`src/rtl/irvm_consts.vh`:
```
/*
 constants for the interrupt request and vector map block.
 assumes inclusion by bare name from rtl files.
*/
`ifndef IRVM_CONSTS_VH
`define IRVM_CONSTS_VH

// vector numbers
`define IRVM_VEC_RESET     2'h0
`define IRVM_VEC_NMI       2'h1
`define IRVM_VEC_VLM       2'h2
`define IRVM_VEC_RTC       2'h3

// program word addresses of the vectors
`define IRVM_ADDR_RESET    8'h00
`define IRVM_ADDR_NMI      8'h02
`define IRVM_ADDR_VLM      8'h04
`define IRVM_ADDR_RTC      8'h06

// flag and enable bit positions
`define IRVM_BIT_NMI       0
`define IRVM_BIT_VLM       1
`define IRVM_BIT_RTC_OVF   2
`define IRVM_BIT_RTC_CMP   3
`define IRVM_NSRC          4

// reset values
`define IRVM_FLAG_RST      4'h0
`define IRVM_EN_RST        4'h0

`endif

```
`src/rtl/irvm_flag_cell.v`:
```
/*
 one sticky interrupt flag with enable and request gating.
 assumes set and clear pulses synchronous to CLOCK.
*/
`timescale 1ns/1ps
`default_nettype none

module irvm_flag_cell (
	// clock and reset
	input  wire clk,
	input  wire rst,
	// source and software controls
	input  wire set_pulse,
	input  wire clear_pulse,
	input  wire enable_write,
	input  wire enable_value,
	// state
	output reg  flag,
	output reg  enable,
	output wire request
);

	always @(posedge clk) begin
		if (rst) begin
			flag   <= 1'b0;
			enable <= 1'b0;
		end else begin
			if (set_pulse)
				flag <= 1'b1;
			else if (clear_pulse)
				flag <= 1'b0;
			if (enable_write)
				enable <= enable_value;
		end
	end

	assign request = flag & enable;

endmodule

`default_nettype wire

```
`src/rtl/irvm_top.v`:
```
/*
 interrupt request generation and fixed vector mapping for four sources:
 memory scan nmi, voltage level monitor, rtc overflow and rtc compare.
 one sticky flag cell per source, per vector gating, lowest vector wins,
 and the word address of the winning vector, all registered on CLOCK.
 assumes peripherals give one-cycle condition pulses on CLOCK, that
 software clear and enable strobes arrive as ports on CLOCK, and that
 the core reads the registered vector and address as levels.
 flags and requests show two edges after the input edge, vlm and rtc requests one edge after a GLOBAL_ENABLE edge.
*/
`timescale 1ns/1ps
`default_nettype none
`include "irvm_consts.vh"

module irvm_top (
	// clock and reset
	input  wire       CLOCK,
	input  wire       SYS_RST,
	// peripheral condition pulses
	input  wire       SCAN_FAIL,
	input  wire       VLM_EVENT,
	input  wire       RTC_OVF_EVENT,
	input  wire       RTC_CMP_EVENT,
	// flag clear pulses, one bit per source
	input  wire [3:0] FLAG_CLEAR,
	// enable writes, one bit per source
	input  wire [3:0] ENABLE_WRITE,
	input  wire [3:0] ENABLE_VALUE,
	// global enable
	input  wire       GLOBAL_ENABLE,
	// state seen by software
	output reg  [3:0] INTERRUPT_FLAG_REGISTER,
	output reg  [3:0] INTERRUPT_ENABLE_REGISTER,
	// per vector requests toward the core
	output reg        MEMORY_SCAN_NONMASKABLE_IRQ,
	output reg        VOLTAGE_LEVEL_MONITOR_IRQ,
	output reg        RTC_COUNTER_IRQ,
	// highest priority pending vector
	output reg        IRQ_PENDING,
	output reg  [1:0] IRQ_VECTOR,
	output reg  [7:0] IRQ_ADDRESS
);

	wire [3:0] set_src;
	wire [3:0] flag;
	wire [3:0] enable;
	wire [3:0] request;
	reg        next_nmi;
	reg        next_vlm;
	reg        next_rtc;
	reg        next_pending;
	reg  [1:0] next_vector;
	reg  [7:0] next_address;
	reg  [3:0] next_flag_reg;
	reg  [3:0] next_enable_reg;
	reg  [2:0] vector_hits;
	wire       rtc_request;

	////////////////////////////////////////////////////////////////////////
	// sources and flags

	assign set_src[`IRVM_BIT_NMI]     = SCAN_FAIL;
	assign set_src[`IRVM_BIT_VLM]     = VLM_EVENT;
	assign set_src[`IRVM_BIT_RTC_OVF] = RTC_OVF_EVENT;
	assign set_src[`IRVM_BIT_RTC_CMP] = RTC_CMP_EVENT;

	genvar i;
	generate
		for (i = 0; i < `IRVM_NSRC; i = i + 1) begin : g_src
			irvm_flag_cell u_cell (
				.clk          (CLOCK),
				.rst          (SYS_RST),
				.set_pulse    (set_src[i]),
				.clear_pulse  (FLAG_CLEAR[i]),
				.enable_write (ENABLE_WRITE[i]),
				.enable_value (ENABLE_VALUE[i]),
				.flag         (flag[i]),
				.enable       (enable[i]),
				.request      (request[i])
			);
		end
	endgenerate

	////////////////////////////////////////////////////////////////////////
	// vector requests and selection

	assign rtc_request = request[`IRVM_BIT_RTC_OVF] | request[`IRVM_BIT_RTC_CMP];

	// software view of flags and enables
	always @* begin
		next_flag_reg   = flag;
		next_enable_reg = enable;
	end

	// per vector gating
	always @* begin
		next_nmi     = request[`IRVM_BIT_NMI];
		next_vlm     = request[`IRVM_BIT_VLM] & GLOBAL_ENABLE;
		next_rtc     = rtc_request & GLOBAL_ENABLE;
		next_pending = next_nmi | next_vlm | next_rtc;
		vector_hits  = {next_nmi, next_vlm, next_rtc};
	end

	// lowest vector number wins
	always @* begin
		case (vector_hits)
			3'h4, 3'h5, 3'h6, 3'h7: begin
				next_vector = `IRVM_VEC_NMI;
			end
			3'h2, 3'h3: begin
				next_vector = `IRVM_VEC_VLM;
			end
			3'h1: begin
				next_vector = `IRVM_VEC_RTC;
			end
			default: begin
				next_vector = `IRVM_VEC_RESET;
			end
		endcase
	end

	// word address of the selected vector
	always @* begin
		case (next_vector)
			`IRVM_VEC_NMI: begin
				next_address = `IRVM_ADDR_NMI;
			end
			`IRVM_VEC_VLM: begin
				next_address = `IRVM_ADDR_VLM;
			end
			`IRVM_VEC_RTC: begin
				next_address = `IRVM_ADDR_RTC;
			end
			default: begin
				next_address = `IRVM_ADDR_RESET;
			end
		endcase
	end

	////////////////////////////////////////////////////////////////////////
	// registered outputs

	// flag view
	always @(posedge CLOCK) begin
		if (SYS_RST) begin
			INTERRUPT_FLAG_REGISTER <= `IRVM_FLAG_RST;
		end else begin
			INTERRUPT_FLAG_REGISTER <= next_flag_reg;
		end
	end

	// enable view
	always @(posedge CLOCK) begin
		if (SYS_RST) begin
			INTERRUPT_ENABLE_REGISTER <= `IRVM_EN_RST;
		end else begin
			INTERRUPT_ENABLE_REGISTER <= next_enable_reg;
		end
	end

	// memory scan nonmaskable request
	always @(posedge CLOCK) begin
		if (SYS_RST) begin
			MEMORY_SCAN_NONMASKABLE_IRQ <= 1'h0;
		end else begin
			MEMORY_SCAN_NONMASKABLE_IRQ <= next_nmi;
		end
	end

	// voltage level monitor request
	always @(posedge CLOCK) begin
		if (SYS_RST) begin
			VOLTAGE_LEVEL_MONITOR_IRQ <= 1'h0;
		end else begin
			VOLTAGE_LEVEL_MONITOR_IRQ <= next_vlm;
		end
	end

	// rtc counter request
	always @(posedge CLOCK) begin
		if (SYS_RST) begin
			RTC_COUNTER_IRQ <= 1'h0;
		end else begin
			RTC_COUNTER_IRQ <= next_rtc;
		end
	end

	// any request pending
	always @(posedge CLOCK) begin
		if (SYS_RST) begin
			IRQ_PENDING <= 1'h0;
		end else begin
			IRQ_PENDING <= next_pending;
		end
	end

	// selected vector
	always @(posedge CLOCK) begin
		if (SYS_RST) begin
			IRQ_VECTOR <= `IRVM_VEC_RESET;
		end else begin
			IRQ_VECTOR <= next_vector;
		end
	end

	// selected word address, reset entry after any reset
	always @(posedge CLOCK) begin
		if (SYS_RST) begin
			IRQ_ADDRESS <= `IRVM_ADDR_RESET;
		end else begin
			IRQ_ADDRESS <= next_address;
		end
	end

endmodule

`default_nettype wire

```
`config.mk`:
```
export PLATFORM = sky130hd
export DESIGN_NAME = irvm_top
export DESIGN_NICKNAME = d
export VERILOG_FILES = /design/src/rtl/irvm_flag_cell.v /design/src/rtl/irvm_top.v
export VERILOG_INCLUDE_DIRS = /design/src /design/src/rtl
export SDC_FILE = /design/constraint.sdc
export NUM_CORES = 1
export LEC_CHECK = 0
export ABC_AREA = 1
export BUFFER_PORTS_ARGS = -buffer_cell sky130_fd_sc_hd__buf_2
export CORE_ASPECT_RATIO = 0.8
export CORE_MARGIN = 2
export CORE_UTILIZATION = 42
export DETAILED_ROUTE_END_ITERATION = 7
export PLACE_DENSITY = 0.75
export SYNTH_ARGS = -nofsm -noshare
export SYNTH_HDL_FRONTEND = slang
export SYNTH_SLANG_ARGS = --single-unit
```
`constraint.sdc`:
```
create_clock -name CLOCK -period 1 [get_ports CLOCK]
set_input_delay 0.2 -clock CLOCK [delete_from_list [all_inputs] [get_ports CLOCK]]
set_output_delay 0.2 -clock CLOCK [all_outputs]
set_load 0.05 [all_outputs]
```
Yosys cells after proc, flatten, opt, wreduce, memory -nomap -nowiden

Index checks and enable logic that the tools add are counted.

Equality and inequality tests: 10
Multiplexer cells: 10
Bitwise operators: 9
Reductions and logical operators: 6

Operator list:

| cell                                           | number |
|---|---|
| == test 3 bit (second input constant)          | 4 |
| one-hot mux 3 bit (3 select lines)             | 1 |
| 2-to-1 mux 1 bit                               | 8 |
| nonzero test 2 bit                             | 4 |
| bitwise AND 1 bit                              | 6 |
| == test 3 x 2 -> 1 bit (second input constant) | 2 |
| one-hot mux 2 bit (3 select lines)             | 1 |
| == test 2 bit (second input constant)          | 2 |
| OR reduction 4 bit                             | 1 |
| == test 3 x 1 -> 1 bit (second input constant) | 1 |
| OR 1 bit                                       | 3 |
| == test 2 x 1 -> 1 bit (second input constant) | 1 |
| OR reduction 2 bit                             | 1 |

Bits in registers: 30
Output and inout port bits: 22

Depth between registers and ports, before layout

Gate-level depths: netlist of run 1.

Word-level depth: 8
Mapped depth: 4
Depth with buffers taken out: 4

Hierarchy

From an unflattened synthesis of run 1, not the netlist that was laid out.

Cells, all modules: 103
Area total of the unflattened synthesis: 848.3 um2

Modules (own cells, without submodules):

| module         | times used | cells an instance | area each (um2) | sequential area each (um2) |
|---|---|---|---|---|
| irvm_top       | 1          | 55                | 513.0           | 280.3 |
| irvm_flag_cell | 4          | 12                | 83.8            | 40.0 |

Worst setup path after synthesis of run 1

OpenSTA, ideal clock, no wires.

Path kind: register to output
Start point: register IRQ_VECTOR[0]
End point: output port IRQ_VECTOR[0]
Data arrival time: 0.894 ns
Data required time: 0.800 ns
Path slack: -0.094 ns
Stages on the path, launching flop included: 2
Path buffers: 1
Cells stage by stage: dfxtp_1 buf_4

RTL lines:

| what                   | line           | text |
|---|---|---|
| from (decl)            | irvm_top.v:40  | `output reg [1:0] IRQ_VECTOR,` |
| from (signal assigned) | irvm_top.v:200 | `` IRQ_VECTOR <= `IRVM_VEC_RESET; `` |
| from (signal assigned) | irvm_top.v:202 | `IRQ_VECTOR <= next_vector;` |

No word-level cell between the ends.

Worst setup path in the final report of run 1

Start point: register IRQ_VECTOR[0]
End point: output port IRQ_VECTOR[0]

No word-level cell between the ends.

==> metrics.yaml, run 1 <==
cts-root-buf: "clkbuf_4"
grt_pass1_vias: 515
leakagePower_nw: 0.571
hold_path.class: "in2reg"
die_x_um: 52.2
hold_viol: 0
postSynthCellCount: 89
cts_hold_buf: 0
status: "finished, violations left"
fmax_mhz: 996
synth_area_leaders: "dfxtp_1 56%, buf_4 8.7%, nor2_1 7.7%"
r2r-end: "IRQ_ADDRESS[2]$_SDFF_PP0_"
cap_violations: 0
layout_setup_ws_ns: -0.00439
switching_share: 0.274
port-buffer-count: 34
cp_slowest_cell: "dfxtp_2"
synth-edff-count: 0
routed_wl_um: 1310
dr.max_layer_used: "met3"
core_area_mm2: 0.00169
die_height_um: 42.6
num-fill-cells: 147
place_hpwl_um: 1050
ant_nets: 0
dp_slack_ns: 0.159
grtUsageTotal: 0.128
ys_seq_area_frac: 0.564
r2r_cells: 4
drive_above_1_share: 0.467
dpl_cell_area_um2: 928
yosysMostFrequentCell: "dfxtp_1"
slew_viol_final: 0
cts.sinks: 22
startpoint_type: "flip-flop"
postCtsSetupRepairBufs: 0
end_kind: "output port"
critPathTopFamily: "flip-flops"
share_seq_of_total_power: 0.587
yosys_register_bits: 22
min_from: "FLAG_CLEAR[3]"
p_clk_frac: 0.223
fin_skew_ns: 0.00452
met1_length_um: 528
arrival_ns: 0.80
syn_avg_cell_area_um2: 8.77
dieArea_mm2: 0.00222
synth.largest_area_cell: "dfxtp_1"
met3_length_um: 144
wire_per_inst_um: 9.07
start_util: 0.462
ys_types: 15
gp_congestion: 0.777
setup_viol: 4
netlist.area_leader.share: 0.564
row_count: 13
wl_met2_um: 633
syn2layout_area_growth_pct: 42.8
p_sw_uw: 443
drt_first_pass_iters: 4
fin_crit_sh: 1.00
cpPeakStageDelay_ns: 0.37
num_vias: 624
antennaDiodeCount: 0
synthTopCellsByCount: "22 x dfxtp_1, 16 x nor2_1, 13 x inv_1"
p_per_area_mw_per_mm2: 1450
final_area_mm2: 0.00111
grt_max_degree: 12
clk_pin_slew_ns: 0.10
overflow: 0
cp-startpoint: "IRQ_VECTOR[0]$_SDFF_PP0_"
ir_drop_uv: 1370
cts_max_level: 1
worstReg2RegStart: "g_src[3].u_cell.enable$_SDFFE_PP0P_"
violations: "setup timing"
antenna_found_initial: 0
power_frac_comb: 0.191
grt_pass1_wl_um: 2140
synth_flop_cell: "dfxtp_1"
cts_buffers: 3
first_iter_violations: 12
path_max_fanout: 2
cts_tree: "yes"
crit_buf_inv: 1
cts_max_path_buffers: 2
intPower_mw: 1.17
drc: 0
min_to: "g_src[3].u_cell.flag$_SDFFE_PP0P_"
holdPathStages: 2
insertion_delay_ns: 0.29
r2r_setup_slack_ns: 0.20
synthArstFlopShare: 0
synthesis.area_um2: 781
crit_required_ns: 0.80
ios: 41
layout.nets: 143
crit_type: "reg2out"
yosysWarnings: 0
viasPerCell: 4.33
crit_chain: "buf_8"
fin_crit_ns: 1.00
grt_setup_unrepaired: "yes"
[state kept, by name, indices dropped and copies added, names as in the netlist]
signal                       count
g_src.u_cell.flag                4
MEMORY_SCAN_NONMASKABLE_IRQ      1
RTC_COUNTER_IRQ                  1
IRQ_PENDING                      1
IRQ_VECTOR                       1
IRQ_ADDRESS                      1
INTERRUPT_FLAG_REGISTER          4
g_src.u_cell.enable              4
VOLTAGE_LEVEL_MONITOR_IRQ        1
INTERRUPT_ENABLE_REGISTER        4
[metrics by stage]
step	std cells	power, mW	util	hold slack, ns	setup TNS [ns]
floorplan	94	1.17	-	0.296	0
global placement	141	1.22	0.549	0.384	0
detailed placement	141	1.22	0.549	0.388	0
CTS	144	1.61	0.619	0.0664	-0.0344
global route	144	1.71	0.659	0.0589	-0.362
finish	144	1.61	0.659	0.0777	-0.0121
[layout make-up]
type	count	area [um2]	share of cell area
sequential	22	458	0.411
timing repair buffer	35	327	0.293
multi-input combinational	48	223	0.200
inverter	14	57.6	0.0516
tap	22	27.5	0.0247
clock buffer	3	22.5	0.0202
[power by group through the flow]
| stage | registers [mW] | logic, mW | clock network (mW) |
|---|---|---|---|
| 2_1_floorplan | 1.03 | 0.147 | 0 |
| 3_3_place_gp | 0.953 | 0.263 | 0 |
| 3_5_place_dp | 0.954 | 0.265 | 0 |
| 4_1_cts | 0.941 | 0.291 | 0.376 |
| 5_1_grt | 0.953 | 0.329 | 0.428 |
| 6_report | 0.947 | 0.307 | 0.359 |
[cell families after synthesis]
logic type,Yosys count,synth area share
other,1,0.00480
flip-flops,22,0.564
buffers and inverters,24,0.175
AND/OR/NAND/NOR,31,0.167
AO/OA/AOI/OAI,11,0.0897
[worst register-to-register path: cells and delay by family (launching register included)]
family	cells	cell delay, ns
DFF	1	0.35
and+or+nand+nor	3	0.25
AOI/OAI and AO/OA	1	0.13
[placed cells by master, fill, tap and decap left out, drive strengths merged]
master,instances
a21oi,6
buf,35
clkbuf,3
clkinv,1
conb,6
dfxtp,22
inv,13
nand2,12
nand3,3
nor2,16
o21ai,2
o31ai,3
[worst max path at each step]
| stage | slack [ns] | cells past startpoint | end |
|---|---|---|---|
| 5_1_grt | -0.05 | 1 | IRQ_VECTOR[1] |
| 3_3_place_gp | 0.19 | 4 | IRQ_ADDRESS[2]$_SDFF_PP0_ |
| 3_5_place_dp | 0.16 | 4 | IRQ_ADDRESS[2]$_SDFF_PP0_ |
| 6_report | -0.004 | 1 | IRQ_VECTOR[0] |
| 2_1_floorplan | 0.08 | 1 | IRQ_VECTOR[0] |
| 4_1_cts | -0.01 | 1 | IRQ_ADDRESS[2] |
[what timing repair did]
action	4_1_cts	5_1_grt
resized for setup	33	24
hold endpoints to repair	0	0
setup endpoints to repair	16	16
pin swaps	0	0
[metal layers]
layer  track usage  vias to the layer above
met5             0                        -
met1         0.150                      273
met4        0.0154                        0
met2         0.213                       29
met3        0.0679                        0
li1              -                      322
No activity file was read; power rests on OpenSTA's default activity.
==> inputs of run 2 (changes only) <==
==> constraint.sdc (replaced) <==
create_clock -name CLOCK -period 0.95 [get_ports CLOCK]
set_input_delay 0.19 -clock CLOCK [delete_from_list [all_inputs] [get_ports CLOCK]]
set_output_delay 0.19 -clock CLOCK [all_outputs]
set_load 0.05 [all_outputs]
==> run 2 against run 1 <==
- the run still ends with setup timing left
- critical endpoint is now IRQ_ADDRESS[1]
- sequential power up 4.9%
- combinational power is 5% higher
- register-to-register slack lost 0.06 ns
- global-route usage up 0.82 points
- total power up 12%
- cell count is 0.69% higher
- non-clock buffer count is the same
- critical path depth unchanged
- design area grew 0.79%
- clock power rose by 37%
==> metrics.yaml, run 2 (same netlist as run 1, synthesis figures left out) <==
leakagePower_nw: 0.576
grtUsageTotal: 0.136
fin_skew_ns: 0.00538
grt_max_degree: 13
path_max_fanout: 2
critPathTopFamily: "flip-flops"
start_util: 0.462
layout.nets: 143
ant_nets: 0
dieArea_mm2: 0.00222
die_height_um: 42.6
viasPerCell: 4.23
setup_viol: 16
cts-root-buf: "clkbuf_4"
postCtsSetupRepairBufs: 0
antennaDiodeCount: 0
final_area_mm2: 0.00112
syn2layout_area_growth_pct: 43.9
num_vias: 613
grt_pass1_vias: 540
hold_path.class: "in2reg"
cts_max_level: 1
antenna_found_initial: 0
gp_congestion: 0.772
drive_above_1_share: 0.472
startpoint_type: "flip-flop"
grt_pass1_wl_um: 2190
grt_setup_unrepaired: "yes"
routed_wl_um: 1290
ir_drop_uv: 1250
violations: "setup timing"
cts.sinks: 22
r2r_setup_slack_ns: 0.14
cts_buffers: 3
fin_crit_ns: 1.02
p_per_area_mw_per_mm2: 1610
drc: 0
crit_type: "reg2out"
hold_slack_ns: 0.0530
wire_per_inst_um: 8.92
layout_setup_ws_ns: -0.0662
cp_slowest_cell: "dfxtp_2"
core_area_mm2: 0.00169
slew_viol_final: 0
ios: 41
post-route-util: 0.664
clk_pin_slew_ns: 0.11
hold_viol: 0
dpl_cell_area_um2: 928
fin_crit_sh: 1.07
row_count: 13
end_kind: "output port"
place_hpwl_um: 1040
first_iter_violations: 8
status: "finished, violations left"
port-buffer-count: 34
cts_tree: "yes"
crit_required_ns: 0.76
cpPeakStageDelay_ns: 0.38
final_common_cell: "buf_2"
overflow: 0
arrival_ns: 0.83
drt_first_pass_iters: 4
cts_max_path_buffers: 2
cap_violations: 0
crit_buf_inv: 1
fmax_mhz: 984
insertion_delay_ns: 0.30
most-common-layout-cells: "18 x buf_2, 16 x nor2_1, 13 x dfxtp_2, 13 x inv_1, 12 x nand2_1"
crit_chain: "buf_8"
die_x_um: 52.2
==> run 2: cell count changes in the layout (fill, tap and decap cells not counted) <==
cell      before  now
dfxtp_2       14   13
buf_8         13   11
dfxtp_4        0    1
clkbuf_8       0    1
buf_6          3    5
==> run 2: what timing repair did <==
| action | in CTS | in global routing |
|---|---|---|
| hold buffers | 0 | 0 |
| resized for setup | 46 | 10 |
| cloned | 0 | 0 |
| endpoints found under the setup margin | 16 | 16 |
==> run 2: worst reg2reg max path, delay by kind of cell (launching register included) <==
family / cells / cell delay [ns]
AND/OR/NAND/NOR: 2 / 0.15
flip-flops: 1 / 0.37
AO/OA/AOI/OAI: 1 / 0.13
buffers and inverters: 1 / 0.10
==> run 2: where the power goes <==
part / switching, mW / internal [mW]
sequential: 0.0255 / 0.968
combinational: 0.210 / 0.111
clock: 0.258 / 0.234
total: 0.494 / 1.31
==> run 2: final cells by class <==
type	count	area [um2]
fillers	128	568
flip-flops and latches	22	460
repair buffers	35	319
multi-input cells	48	223
inverters	14	57.6
clock buffers	4	36.3
well taps	22	27.5
==> run 2: worst paths after layout <==
path / start / end / cells after the start
min reg2reg: g_src[3].u_cell.enable$_SDFFE_PP0P_ / INTERRUPT_ENABLE_REGISTER[3]$_SDFF_PP0_ / 2
min: FLAG_CLEAR[1] / g_src[1].u_cell.flag$_SDFFE_PP0P_ / 2
max reg2reg: g_src[1].u_cell.flag$_SDFFE_PP0P_ / IRQ_ADDRESS[2]$_SDFF_PP0_ / 4
max: IRQ_VECTOR[0]$_SDFF_PP0_ / IRQ_ADDRESS[1] / 1
==> run 2: per-layer routing <==
metal,vias to the layer above,global-route usage,wire (um)
li1,326,-,-
met1,251,0.157,541
met2,31,0.208,592
met3,5,0.0714,137
met4,0,0.0615,22
met5,-,0,0
==> run 2: per-stage QoR <==
stage          TNS (ns)  power, mW  std cells  worst slack (ns)
6_report         -0.574       1.81        145           -0.0662
5_1_grt           -1.12       1.89        145           -0.0992
4_1_cts          -0.668       1.81        145           -0.0670
3_5_place_dp          0       1.29        141             0.124
3_3_place_gp          0       1.28        141             0.149
2_1_floorplan         0       1.23         94            0.0425
